$ cat config.mk
export PLATFORM = sky130hd
export DESIGN_NAME = gfs_syndrome_regs
export DESIGN_NICKNAME = d
export VERILOG_FILES = /design/src/gfs_syndrome_regs.v
export VERILOG_INCLUDE_DIRS = /design/src
export SDC_FILE = /design/constraint.sdc
export NUM_CORES = 1
export LEC_CHECK = 0
export BUFFER_PORTS_ARGS = -buffer_cell sky130_fd_sc_hd__clkbuf_2
export CORE_UTILIZATION = 55
export CTS_CLUSTER_SIZE = 16
export DETAILED_ROUTE_END_ITERATION = 16
export GPL_TIMING_DRIVEN = 1
export PLACE_DENSITY = 0.76
export SLEW_MARGIN = 10
export SYNTH_ARGS = -nofsm -noshare
export SYNTH_HDL_FRONTEND = slang
export SYNTH_SLANG_ARGS = --single-unit
$ cat constraint.sdc
create_clock -name i_clk -period 3.1 [get_ports i_clk]
set_clock_uncertainty 0.05 [all_clocks]
set_input_delay 0.775 -clock i_clk [delete_from_list [all_inputs] [get_ports i_clk]]
set_output_delay 0.775 -clock i_clk [all_outputs]
set_load 0.03 [all_outputs]
$ cat src/gfs_defines.vh
// constants of the global fault syndrome register bank: offsets, field positions, masks
// assumes a 32-bit word bus, one aligned word per register, byte addresses below
`ifndef GFS_DEFINES_VH
`define GFS_DEFINES_VH

// register byte offsets, banked window: access security picks the copy
`define GFS_OFF_SYN0 6'h00
`define GFS_OFF_SYN1 6'h04
`define GFS_OFF_SYN2 6'h08
`define GFS_OFF_FSTAT 6'h0C
// secure-only alias window onto the non-secure copies
`define GFS_OFF_ALIAS_SYN0 6'h10
`define GFS_OFF_ALIAS_SYN1 6'h14
`define GFS_OFF_ALIAS_SYN2 6'h18
`define GFS_OFF_ALIAS_FSTAT 6'h1C
// secure configuration, interrupt status and mask
`define GFS_OFF_SCTRL 6'h20
`define GFS_OFF_IRQ_STS 6'h24
`define GFS_OFF_IRQ_MASK 6'h28

// first syndrome register fields
`define GFS_SYN0_NESTED 0
`define GFS_SYN0_WRITE 1
`define GFS_SYN0_PRIV 2
`define GFS_SYN0_INSTR 3
`define GFS_SYN0_NS_STATE 4
`define GFS_SYN0_NS_ATTR 5
`define GFS_SYN0_XLATE_OP 6
`define GFS_SYN0_IMPL_LSB 8
`define GFS_SYN0_IMPL_W 8
// implemented bits of each copy; everything else reads zero and ignores writes
`define GFS_SYN0_NS_MASK 32'h0000FF4F
`define GFS_SYN0_S_MASK 32'h0000FF3E

// second syndrome register fields, implemented index widths
`define GFS_SYN1_SID_LSB 0
`define GFS_SYN1_SSD_LSB 16
`define GFS_SID_W 10
`define GFS_SSD_W 8
`define GFS_SYN1_MASK 32'h00FF03FF
`define GFS_SYN1_SSD_MASK 32'h00FF0000

// fault status: one bit per fault type, plus the multiple-fault bit; the non-secure copy has no bit for type 7
`define GFS_FSTAT_MULTI 31
`define GFS_FSTAT_NS_MASK 32'h8000007F
`define GFS_FSTAT_S_MASK 32'h800000FF
`define GFS_FTYPE_CFG_ACCESS 3'h5
`define GFS_FTYPE_EXTERNAL 3'h6

// secure control bits
`define GFS_SCTRL_EXT_REPORT 0
`define GFS_SCTRL_MASK 32'h00000001

// interrupt status bits
`define GFS_IRQ_NS_FAULT 0
`define GFS_IRQ_S_FAULT 1
`define GFS_IRQ_MASK_BITS 32'h00000003

// reset values
`define GFS_RESET_WORD 32'h00000000

`endif

$ cat src/gfs_syndrome_regs.v
// global fault syndrome register bank with banked secure and non-secure copies
// assumes an AHB-Lite master with single word transfers, one sideband bit telling
// the security of each access, and a fault source that pulses one report per fault
//
// Contract
// - separate non-secure and secure first syndrome copies, chosen by access security
// - bit 6 marks faults from a stage-one context-bank translation operation; the secure copy masks it to zero
// - bit 5 records non-secure attribute; reserved in the non-secure copy
// - bit 4 records non-secure device state; reserved in the non-secure copy
// - non-secure client faults reported to secure status set the state bit
// - non-secure config access to secure-only resource reports in secure copy
// - with external-fault control set, non-secure external abort goes to secure copy
// - bit 3 records instruction access (1) or data access (0)
// - bit 2 records privileged (1) or unprivileged (0)
// - bit 1 records write (1) or read (0)
// - bit 0 marks nested context faults; reserved in the secure copy
// - bits 31:16 and 7 reserved; bits 15:8 implementation-specific storage
// - second syndrome goes to the copy chosen by faulting transaction security
// - bits 30:16 hold descriptor index; unimplemented bits read zero
// - non-secure index readable only through secure alias; non-secure sees zero
// - bits 14:0 hold stream identifier; bits 31 and 15 reserved
// - third syndrome register is a 32-bit implementation-defined word
// - fault status bits clear on writing one, writing zero keeps them
//
// Added by the designer: the AHB-Lite interface to the registers and the placing of the registers.
`timescale 1ns/1ps
`include "gfs_defines.vh"

module gfs_syndrome_regs #(
  parameter SECURE_IMPL = 1
) (
  input wire i_clk,
  input wire i_resetn,
  // ahb-lite slave
  input wire i_hsel,
  input wire [31:0] i_haddr,
  input wire [1:0] i_htrans,
  input wire i_hwrite,
  input wire [2:0] i_hsize,
  input wire [31:0] i_hwdata,
  input wire i_hready,
  input wire i_hnonsec,
  output wire [31:0] o_hrdata,
  output wire o_hreadyout,
  output wire o_hresp,
  // fault report from the translation unit, same clock
  input wire i_fault_valid,
  input wire [2:0] i_fault_type,
  input wire i_fault_nonsec_attr,
  input wire i_fault_nonsec_state,
  input wire i_fault_instr,
  input wire i_fault_priv,
  input wire i_fault_write,
  input wire i_fault_nested,
  input wire i_fault_xlate_op,
  input wire i_fault_secure_res,
  input wire [7:0] i_fault_impl,
  input wire [14:0] i_fault_sid,
  input wire [14:0] i_fault_ssd,
  input wire [31:0] i_fault_syn2,
  // interrupt
  output wire o_irq
);

  // register state, one copy per security bank for syndromes and status; control and interrupt registers are single
  reg [31:0] syn0_ns_reg;
  reg [31:0] syn0_s_reg;
  reg [31:0] syn1_ns_reg;
  reg [31:0] syn1_s_reg;
  reg [31:0] syn2_ns_reg;
  reg [31:0] syn2_s_reg;
  reg [31:0] fstat_ns_reg;
  reg [31:0] fstat_s_reg;
  reg [31:0] sctrl_reg;
  reg [31:0] irq_sts_reg;
  reg [31:0] irq_mask_reg;
  reg [31:0] syn0_ns_next;
  reg [31:0] syn0_s_next;
  reg [31:0] syn1_ns_next;
  reg [31:0] syn1_s_next;
  reg [31:0] syn2_ns_next;
  reg [31:0] syn2_s_next;
  reg [31:0] fstat_ns_next;
  reg [31:0] fstat_s_next;
  reg [31:0] sctrl_next;
  reg [31:0] irq_sts_next;
  reg [31:0] irq_mask_next;

  // bus pipeline state
  reg wr_pend_reg;
  reg [5:0] wr_addr_reg;
  reg wr_ns_reg;
  reg rd_pend_reg;
  reg [5:0] rd_addr_reg;
  reg rd_ns_reg;
  reg [31:0] hrdata_reg;
  reg [31:0] hrdata_next;
  reg hreadyout_reg;
  reg irq_reg;

  wire addr_take;
  wire secure_acc_wr;
  wire fault_to_secure;
  wire [31:0] fault_type_bit;
  wire [31:0] cap_syn0;
  wire [31:0] cap_syn1;
  wire fault_ns_state;

  // working values of the combinational update
  reg [31:0] clr_ns;
  reg [31:0] clr_s;
  reg load_ns;
  reg load_s;

  // a transfer is taken when selected, non-idle and the bus is ready
  assign addr_take = i_hsel & i_htrans[1] & i_hready;

  // secure banking only exists when the secure option is built
  assign secure_acc_wr = (SECURE_IMPL != 0) & ~wr_ns_reg;

  // bank choice for the faulting transaction: secure-state faults, plus the two
  // cases where a non-secure client fault is reported on the secure side
  assign fault_to_secure = (SECURE_IMPL != 0) &
    (~i_fault_nonsec_state |
     ((i_fault_type == `GFS_FTYPE_CFG_ACCESS) & i_fault_secure_res) |
     ((i_fault_type == `GFS_FTYPE_EXTERNAL) & sctrl_reg[`GFS_SCTRL_EXT_REPORT]));

  // a non-secure access hitting a secure-only place is non-secure by nature,
  // so the state bit is forced even if the source reports it wrongly
  assign fault_ns_state = i_fault_nonsec_state |
    ((i_fault_type == `GFS_FTYPE_CFG_ACCESS) & i_fault_secure_res);

  // one-hot status bit for the reported fault type
  assign fault_type_bit = 32'h00000001 << i_fault_type;

  // captured first syndrome word before the per-copy reserved mask
  assign cap_syn0 = {16'h0000,
                     i_fault_impl,
                     1'b0,
                     i_fault_xlate_op,
                     i_fault_nonsec_attr,
                     fault_ns_state,
                     i_fault_instr,
                     i_fault_priv,
                     i_fault_write,
                     i_fault_nested};

  // captured second syndrome word, narrowed to the implemented index widths
  assign cap_syn1 = {1'b0,
                     {(15 - `GFS_SSD_W){1'b0}}, i_fault_ssd[`GFS_SSD_W-1:0],
                     1'b0,
                     {(15 - `GFS_SID_W){1'b0}}, i_fault_sid[`GFS_SID_W-1:0]};

  // read mux: the access security picks the banked copy, the alias window is
  // secure-only and shows the non-secure copy including the descriptor index
  function [31:0] gfs_read;
    input [5:0] addr;
    input acc_ns;
    input [31:0] s0n;
    input [31:0] s0s;
    input [31:0] s1n;
    input [31:0] s1s;
    input [31:0] s2n;
    input [31:0] s2s;
    input [31:0] fsn;
    input [31:0] fss;
    input [31:0] sct;
    input [31:0] ists;
    input [31:0] imsk;
    reg sec;
    begin
      sec = (SECURE_IMPL != 0) & ~acc_ns;
      gfs_read = `GFS_RESET_WORD;
      if (addr == `GFS_OFF_SYN0) begin
        gfs_read = sec ? s0s : s0n;
      end else if (addr == `GFS_OFF_SYN1) begin
        // non-secure view hides the descriptor index
        gfs_read = sec ? s1s : (s1n & ~`GFS_SYN1_SSD_MASK);
      end else if (addr == `GFS_OFF_SYN2) begin
        gfs_read = sec ? s2s : s2n;
      end else if (addr == `GFS_OFF_FSTAT) begin
        gfs_read = sec ? fss : fsn;
      end else if (addr == `GFS_OFF_ALIAS_SYN0) begin
        gfs_read = sec ? s0n : `GFS_RESET_WORD;
      end else if (addr == `GFS_OFF_ALIAS_SYN1) begin
        gfs_read = sec ? s1n : `GFS_RESET_WORD;
      end else if (addr == `GFS_OFF_ALIAS_SYN2) begin
        gfs_read = sec ? s2n : `GFS_RESET_WORD;
      end else if (addr == `GFS_OFF_ALIAS_FSTAT) begin
        gfs_read = sec ? fsn : `GFS_RESET_WORD;
      end else if (addr == `GFS_OFF_SCTRL) begin
        gfs_read = sec ? sct : `GFS_RESET_WORD;
      end else if (addr == `GFS_OFF_IRQ_STS) begin
        gfs_read = ists;
      end else if (addr == `GFS_OFF_IRQ_MASK) begin
        gfs_read = imsk;
      end
    end
  endfunction

  // next state of every register: software writes first, then hardware events,
  // so a fault in the same cycle as a write or a clear wins, except that one finding status set leaves a syndrome write in place
  always @* begin
    syn0_ns_next = syn0_ns_reg;
    syn0_s_next = syn0_s_reg;
    syn1_ns_next = syn1_ns_reg;
    syn1_s_next = syn1_s_reg;
    syn2_ns_next = syn2_ns_reg;
    syn2_s_next = syn2_s_reg;
    sctrl_next = sctrl_reg;
    irq_mask_next = irq_mask_reg;
    clr_ns = 32'h00000000;
    clr_s = 32'h00000000;
    irq_sts_next = irq_sts_reg;
    load_ns = 1'b0;
    load_s = 1'b0;
    // software write in the data phase
    if (wr_pend_reg) begin
      if (wr_addr_reg == `GFS_OFF_SYN0) begin
        if (secure_acc_wr) begin
          syn0_s_next = i_hwdata & `GFS_SYN0_S_MASK;
        end else begin
          syn0_ns_next = i_hwdata & `GFS_SYN0_NS_MASK;
        end
      end else if (wr_addr_reg == `GFS_OFF_SYN1) begin
        if (secure_acc_wr) begin
          syn1_s_next = i_hwdata & `GFS_SYN1_MASK;
        end else begin
          // index field keeps its value on non-secure writes
          syn1_ns_next = (i_hwdata & `GFS_SYN1_MASK & ~`GFS_SYN1_SSD_MASK) |
                         (syn1_ns_reg & `GFS_SYN1_SSD_MASK);
        end
      end else if (wr_addr_reg == `GFS_OFF_SYN2) begin
        if (secure_acc_wr) begin
          syn2_s_next = i_hwdata;
        end else begin
          syn2_ns_next = i_hwdata;
        end
      end else if (wr_addr_reg == `GFS_OFF_FSTAT) begin
        if (secure_acc_wr) begin
          clr_s = i_hwdata & `GFS_FSTAT_S_MASK;
        end else begin
          clr_ns = i_hwdata & `GFS_FSTAT_NS_MASK;
        end
      end else if (secure_acc_wr) begin
        // alias window and control reach software only from the secure side
        if (wr_addr_reg == `GFS_OFF_ALIAS_SYN0) begin
          syn0_ns_next = i_hwdata & `GFS_SYN0_NS_MASK;
        end else if (wr_addr_reg == `GFS_OFF_ALIAS_SYN1) begin
          syn1_ns_next = i_hwdata & `GFS_SYN1_MASK;
        end else if (wr_addr_reg == `GFS_OFF_ALIAS_SYN2) begin
          syn2_ns_next = i_hwdata;
        end else if (wr_addr_reg == `GFS_OFF_ALIAS_FSTAT) begin
          clr_ns = i_hwdata & `GFS_FSTAT_NS_MASK;
        end else if (wr_addr_reg == `GFS_OFF_SCTRL) begin
          sctrl_next = i_hwdata & `GFS_SCTRL_MASK;
        end
      end
      if (wr_addr_reg == `GFS_OFF_IRQ_STS) begin
        irq_sts_next = irq_sts_reg & ~(i_hwdata & `GFS_IRQ_MASK_BITS);
      end else if (wr_addr_reg == `GFS_OFF_IRQ_MASK) begin
        irq_mask_next = i_hwdata & `GFS_IRQ_MASK_BITS;
      end
    end
    // clearing writes one to a bit, zero leaves it
    fstat_ns_next = fstat_ns_reg & ~clr_ns;
    fstat_s_next = fstat_s_reg & ~clr_s;
    // fault report: first fault loads the syndrome, a later one only adds its type bit and sets multi
    if (i_fault_valid) begin
      if (fault_to_secure) begin
        load_s = ~|fstat_s_next;
        fstat_s_next = fstat_s_next | (fault_type_bit & `GFS_FSTAT_S_MASK);
        if (!load_s) begin
          fstat_s_next[`GFS_FSTAT_MULTI] = 1'b1;
        end
        irq_sts_next[`GFS_IRQ_S_FAULT] = 1'b1;
      end else begin
        load_ns = ~|fstat_ns_next;
        fstat_ns_next = fstat_ns_next | (fault_type_bit & `GFS_FSTAT_NS_MASK);
        if (!load_ns) begin
          fstat_ns_next[`GFS_FSTAT_MULTI] = 1'b1;
        end
        irq_sts_next[`GFS_IRQ_NS_FAULT] = 1'b1;
      end
    end
    // syndrome loads together with the status bit it describes; type 7 in the non-secure copy sets no status bit
    if (load_s) begin
      syn0_s_next = cap_syn0 & `GFS_SYN0_S_MASK;
      syn1_s_next = cap_syn1 & `GFS_SYN1_MASK;
      syn2_s_next = i_fault_syn2;
    end
    if (load_ns) begin
      syn0_ns_next = cap_syn0 & `GFS_SYN0_NS_MASK;
      syn1_ns_next = cap_syn1 & `GFS_SYN1_MASK;
      syn2_ns_next = i_fault_syn2;
    end
  end

  // read data is formed in the wait cycle, after any preceding write has landed
  always @* begin
    hrdata_next = gfs_read(rd_addr_reg, rd_ns_reg, syn0_ns_reg, syn0_s_reg, syn1_ns_reg,
                           syn1_s_reg, syn2_ns_reg, syn2_s_reg, fstat_ns_reg, fstat_s_reg,
                           sctrl_reg, irq_sts_reg, irq_mask_reg);
  end

  // register bank flip-flops
  always @(posedge i_clk or negedge i_resetn) begin
    if (!i_resetn) begin
      syn0_ns_reg <= `GFS_RESET_WORD;
      syn0_s_reg <= `GFS_RESET_WORD;
      syn1_ns_reg <= `GFS_RESET_WORD;
      syn1_s_reg <= `GFS_RESET_WORD;
      syn2_ns_reg <= `GFS_RESET_WORD;
      syn2_s_reg <= `GFS_RESET_WORD;
      fstat_ns_reg <= `GFS_RESET_WORD;
      fstat_s_reg <= `GFS_RESET_WORD;
      sctrl_reg <= `GFS_RESET_WORD;
      irq_sts_reg <= `GFS_RESET_WORD;
      irq_mask_reg <= `GFS_RESET_WORD;
    end else begin
      syn0_ns_reg <= syn0_ns_next;
      syn0_s_reg <= syn0_s_next;
      syn1_ns_reg <= syn1_ns_next;
      syn1_s_reg <= syn1_s_next;
      syn2_ns_reg <= syn2_ns_next;
      syn2_s_reg <= syn2_s_next;
      fstat_ns_reg <= fstat_ns_next;
      fstat_s_reg <= fstat_s_next;
      sctrl_reg <= sctrl_next;
      irq_sts_reg <= irq_sts_next;
      irq_mask_reg <= irq_mask_next;
    end
  end

  // bus pipeline: writes take no wait state, reads take one so the output
  // can come from a flop without a read-after-write bypass
  always @(posedge i_clk or negedge i_resetn) begin
    if (!i_resetn) begin
      wr_pend_reg <= 1'b0;
      wr_addr_reg <= 6'h00;
      wr_ns_reg <= 1'b1;
      rd_pend_reg <= 1'b0;
      rd_addr_reg <= 6'h00;
      rd_ns_reg <= 1'b1;
      hrdata_reg <= `GFS_RESET_WORD;
      hreadyout_reg <= 1'b1;
    end else begin
      wr_pend_reg <= addr_take & i_hwrite;
      rd_pend_reg <= addr_take & ~i_hwrite;
      if (addr_take) begin
        // only the low word address bits decode; upper bits alias the bank
        wr_addr_reg <= {i_haddr[5:2], 2'b00};
        rd_addr_reg <= {i_haddr[5:2], 2'b00};
        wr_ns_reg <= i_hnonsec;
        rd_ns_reg <= i_hnonsec;
      end
      hreadyout_reg <= ~(addr_take & ~i_hwrite);
      if (rd_pend_reg) begin
        hrdata_reg <= hrdata_next;
      end
    end
  end

  // level interrupt while any unmasked status bit is set, one cycle behind
  always @(posedge i_clk or negedge i_resetn) begin
    if (!i_resetn) begin
      irq_reg <= 1'b0;
    end else begin
      irq_reg <= |(irq_sts_reg & irq_mask_reg);
    end
  end

  assign o_hrdata = hrdata_reg;
  assign o_hreadyout = hreadyout_reg;
  assign o_hresp = 1'b0; // always okay
  assign o_irq = irq_reg;

endmodule // gfs_syndrome_regs

==> results of run 1 <==
[cell usage in the layout, fill, tap and decap left out, drive strengths merged, types with 30 or more instances in the layout]
master,count
nand2,46
clkbuf,167
a21oi,42
mux2,254
inv,40
dfrtp,187
o21ai,30
buf,51
a22oi,32
nor2,31
[metrics by stage]
step	total power, mW	util	instance area (um2)	worst slack (ps)
after floorplan	5.314	-	10770	591.5
after global placement	6.001	0.6325	11990	245.5
after detailed placement	6.106	0.6325	11990	265.3
after CTS	8.288	0.6631	12570	273.0
after global routing	8.688	0.6631	12570	107.2
final	8.292	0.6631	12570	226.1
[cells by family after synthesis]
group	Yosys count	synth area share
muxes	283	0.3154
AOI/OAI and AO/OA	195	0.1249
DFF	189	0.4393
and+or+nand+nor	152	0.07434
buffers and inverters	107	0.04495
xor gates and xnor gates	1	0.0008133
other	1	0.0003481
[final cells by class]
cell class	instances	area, um2	area share
inverter	38	142.6	0.01135
clock inverter	11	110.1	0.008760
clock buffer	21	470.5	0.03743
timing repair buffer	197	1185	0.09427
tap	260	325.3	0.02588
sequential	189	4733	0.3766
multi-input combinational	632	5603	0.4457
[critical path, delay by kind of cell, from the launching register on]
kind / cells / cell delay (ps)
AND/OR/NAND/NOR: 3 / 1100
flip-flops: 1 / 480
AO/OA/AOI/OAI: 1 / 470
multiplexers: 1 / 350
buffers and inverters: 1 / 290
[routing by layer]
metal / global-route usage / up-vias / part of all wire
met5: 0 / - / 0
met4: 0.1466 / 0 / 0.035
met3: 0.04946 / 67 / 0.059
met2: 0.4833 / 331 / 0.47
met1: 0.4066 / 4129 / 0.43
li1: - / 3727 / -
[final timing paths]
check	from	endpoint	slack (ps)
worst max-delay path	gfs_read.addr[5]	gfs_read.s2n[10]	230
worst min-delay path	i_resetn	gfs_read.s1s[4]	260
worst min register to register	o_hrdata[0]	o_hrdata[0]	460
worst max register to register	gfs_read.addr[5]	gfs_read.s2n[10]	230
max in group asynchronous	i_resetn	o_hreadyout	1920
min in group i_clk	o_hrdata[0]	o_hrdata[0]	460
[report_power, final]
group	switching, mW	leakage (nW)	internal, mW
Sequential	0.407	2.17	3.07
Clock	0.998	0.276	1.18
Combinational	1.27	3.28	1.36
==> reports/metrics.cfg, run 1 <==
[job]
drv_cap=0

[timing]
min_period_ps=2874
setup_viol=0
tns_ps=0
tightest_slew_ps=881.4
rsz0062_at_grt=no
drv_slew=0
fmax_mhz=348.0
finalCritPeriodShare=0.9270
hold_ws_ps=258.5
final_hold_viol_count=0
max_slew_margin=0.4102

[synth]
ys_warn_count=0
synth-main-ff-cell=dfrtp_1
yosys.area.top_type_share=0.4344
netlist_area_um2=10770
synthesis.instances=928
ys_types=63
yosysTopAreaCell=dfrtp_1
ys_top_cells_by_count=187 x dfrtp_1, 153 x mux2_2, 59 x mux2_4, 46 x nand2_1
async_flop_share=1.000
syn_nets=1085
yosysMostFrequentCell=dfrtp_1
ys_seq_area_frac=0.4393
yosys_register_bits=189
synth_edf_count=0
synth_area_per_cell_um2=11.61
synth.area.top_cells=dfrtp_1 43%, mux2_2 16%, mux2_4 8.2%

[cts]
cts-resized-gates=0
cts_tree=done
cts_sinks=189
post_cts_buffers=0
root_buffer=clkbuf_16
cts.path.max_buffers=2
numCtsBuffers=17
htree_levels=4
clkSlewWorstSetupHoldPaths_ps=70
hold_buffers=0
clk_latency_ps=440

[place]
dp.cells=1316
dp_hpwl_um=19680
gp_congestion=0.9441
io_buffer_count=146

[die]
initial_core_util=0.5683
die_area_um2=20150
ioPinCount=192
die_x_um=141.9
row_count=50
die_y_um=141.9
coreArea_um2=18960

[pwr]
p_leak_nw=5.733
pwr_density_cell_nw_per_um2=659.6
ir_worst_vdd_mv=0.4543

[routing]
dr.pass1.iters=5
postRouteAntennaNets=0
drc=0
avgRoutedWirePerCell_um=21.72
wirelength_um=29280
viasPerCell=6.123
drt_iter0_drc=678
dr_total_vias=8254

[global_routing]
grt_pass1_wl_um=46000
track_usage=0.3038
grt_pass1_vias=8374
grt_max_degree=63
grt_overflow=0
grt_antenna_before_repair=0

[final_layout]
drive_above_1_share=0.4347
area_growth_pct=16.69
antennaDiodeCount=0
final_net_count=1232
fillers=1475
stdcell_count=1348

[worst_setup_path]
critPathCaptureType=flip-flop
cpPeakStageDelay_ps=560
crit_arrival_ps=3150
worstPathMaxFanout=21
cpMaxStageDelayCell=or4_4
critical_path_class=flip-flop to flip-flop
r2r_cells=6
path_cells=nand4b_2 -> o31ai_1 -> nand2_1 -> or4_4 -> buf_4 -> mux2_4
worstSetupStartpointType=flip-flop
cp.required_ps=3380

[status]
status=completed

[min_path]
hold_class=input pin to async pin

Power figures use the tool's default switching activity.
==> run 2, diff against run 1 <==
- BUFFER_PORTS_ARGS: -buffer_cell sky130_fd_sc_hd__clkbuf_2 -> default
- CORE_UTILIZATION: 55 -> 58
- DONT_BUFFER_PORTS: default -> 1
- PLACE_DENSITY: 0.76 -> 0.71
==> run 2 against run 1 <==
  * The flow now finishes with violations (design-rule violations, negative hold slack)
  * Critical endpoint is now gfs_read.s2n[30]
  * Clock power up 4%
  * First-iteration DRC count shrank 18%
  * Register-to-register slack hardly changed
  * Sequential cell count stayed put
  * Critical path type unchanged
  * Cell count fell by 14%
  * Worst setup slack better by 12 ps
  * Non-clock buffer count decreased by 159
  * Design area shrank 6.8%
==> reports/metrics.cfg, run 2 (synthesis results as in run 1) <==
[final_layout]
drive_above_1_share=0.3412  ; -0.09352
area_growth_pct=8.723
layout_commonest_cell=dfrtp_1
antennaDiodeCount=0  ; unchanged
mostFrequentLayoutCells=186 x dfrtp_1, 153 x mux2_2, 59 x mux2_4
final_net_count=1073  ; -13%

[pwr]
ir_worst_vdd_mv=0.4162  ; -8.4%
pwr_density_cell_nw_per_um2=693.6  ; +5.1%
p_leak_nw=5.070  ; -12%
power_mw=8.122  ; -2.0%

[timing]
finalCritPeriodShare=0.9230  ; -0.004011
max_slew_margin=0.4636  ; +0.05336
tns_ps=0  ; unchanged
drv_slew=0  ; unchanged
setup_viol=0  ; unchanged
final_hold_viol_count=16  ; +16
tightest_slew_ps=804.6  ; -76.79 ps
rsz0062_at_grt=no
fmax_mhz=349.5  ; +0.43%
hold_ws_ps=-19.44  ; -278.0 ps
min_period_ps=2861  ; -12.43 ps

[worst_setup_path]
r2r_cells=6  ; unchanged
timing.rr.end=gfs_read.s2n[30]
worstReg2RegStart=wr_pend_reg
crit_arrival_ps=3130  ; -20 ps
cp.required_ps=3370  ; about the same
worstPathMaxFanout=51  ; +140%
startpoint=wr_pend_reg
critical_path_class=flip-flop to flip-flop
worstSetupStartpointType=flip-flop
r2r_setup_slack_ps=240  ; about the same
critPathCaptureType=flip-flop

[global_routing]
grt_antenna_before_repair=1  ; +1
grt_max_degree=190  ; +200%
grt_overflow=0  ; unchanged
grt_pass1_wl_um=46960  ; +2.1%
track_usage=0.3219  ; +0.01808
grt_pass1_vias=8157  ; -2.6%

[cts]
cts.path.max_buffers=2  ; unchanged
htree_levels=4  ; unchanged
cts_tree=done
cts_sinks=189  ; unchanged
clk_latency_ps=440  ; about the same
clkSlewWorstSetupHoldPaths_ps=70  ; about the same
root_buffer=clkbuf_16
numCtsBuffers=17  ; unchanged
post_cts_buffers=0  ; unchanged

[die]
die_y_um=138.3  ; -2.6%
ioPinCount=192  ; unchanged
coreArea_um2=18090  ; -4.6%
initial_core_util=0.5956  ; +0.02732
die_x_um=138.3  ; -2.6%
die_area_um2=19120  ; -5.1%
row_count=49  ; -2.0%

[routing]
viasPerCell=6.617  ; +8.1%
drc=22  ; +22
wirelength_um=29460  ; +0.59%
avgRoutedWirePerCell_um=25.44  ; +17%
dr.pass1.iters=12  ; +7
dr_total_vias=7662  ; -7.2%
postRouteAntennaNets=0  ; unchanged
drt_iter0_drc=553  ; -18%

[status]
status=finished with violations
violations=design-rule violations, negative hold slack

[place]
io_buffer_count=0  ; -100%
gp_congestion=0.9401  ; -0.42%
dp_hpwl_um=19660  ; -0.12%

[job]
drv_cap=0  ; unchanged

[min_path]
hold_class=input pin to async pin

==> run 2: changes by cell type in the layout (fill, tap and decap cells not counted), moves of 2 or more <==
cell        delta
clkinvlp_4     -2
clkbuf_2     -145
clkbuf_8       -3
inv_8          +2
inv_6          +4
buf_4         -12
==> run 2: critical path, stage by stage (launching register included) <==
cell	delay [ps]
dfrtp_1	480
nand4b_2	380
o31ai_1	480
nand4_1	170
or4_4	540
buf_12	250
mux2_4	350
==> run 2: how the worst max path moves through the flow <==
stage | to | slack (ps) | cells past startpoint
after floorplan | gfs_read.s0n[10] | 590 | 9
after global placement | gfs_read.s2s[26] | 210 | 6
after detailed placement | gfs_read.s2s[28] | 170 | 6
after CTS | gfs_read.s2s[14] | 150 | 6
after global routing | gfs_read.s2s[14] | 80 | 6
final | gfs_read.s2n[30] | 240 | 6
==> run 2: final cells by class <==
type                            count  area, um2
Fill cell                        1384       6375
Multi-Input combinational cell    632       5605
Sequential cell                   189       4733
Clock buffer                       18      439.2
Timing Repair Buffer               38      335.3
Tap cell                          229      286.5
Clock inverter                     14      168.9
Inverter                           38      142.6
==> run 2: metal layers <==
| layer | vias to the layer above | track usage | part of all wire |
|---|---|---|---|
| met5 | - | 0 | 0 |
| met2 | 278 | 0.5207 | 0.48 |
| li1 | 3403 | - | - |
| met1 | 3917 | 0.4154 | 0.41 |
| met3 | 64 | 0.08348 | 0.079 |
| met4 | 0 | 0.1277 | 0.030 |
==> run 2: timing repair <==
item                                    CTS  global route
endpoints found under the hold margin   187           184
endpoints found under the setup margin    0            33
resized for setup                         0             1
==> run 2: power breakdown <==
group          internal (mW)  switching (mW)  leakage, nW  total (mW)
registers               3.07           0.629         2.17        3.70
clock network           1.24            1.02        0.297        2.27
logic                   1.23           0.930         2.60        2.16
total                   5.54            2.58         5.07        8.12
==> run 2: stage by stage <==
stage                     area, um2  std cells    util  worst slack [ps]  hold WS, ps
after CTS                     11710       1158  0.6475             153.4       -26.82
after detailed placement      11100       1126  0.6139             170.9        437.0
after global routing          11710       1158  0.6475             75.65       -33.46
after floorplan               10770        928       -             591.5        422.6
after global placement        11100       1126  0.6139             208.4        437.1
final                         11710       1158  0.6475             238.6       -19.44
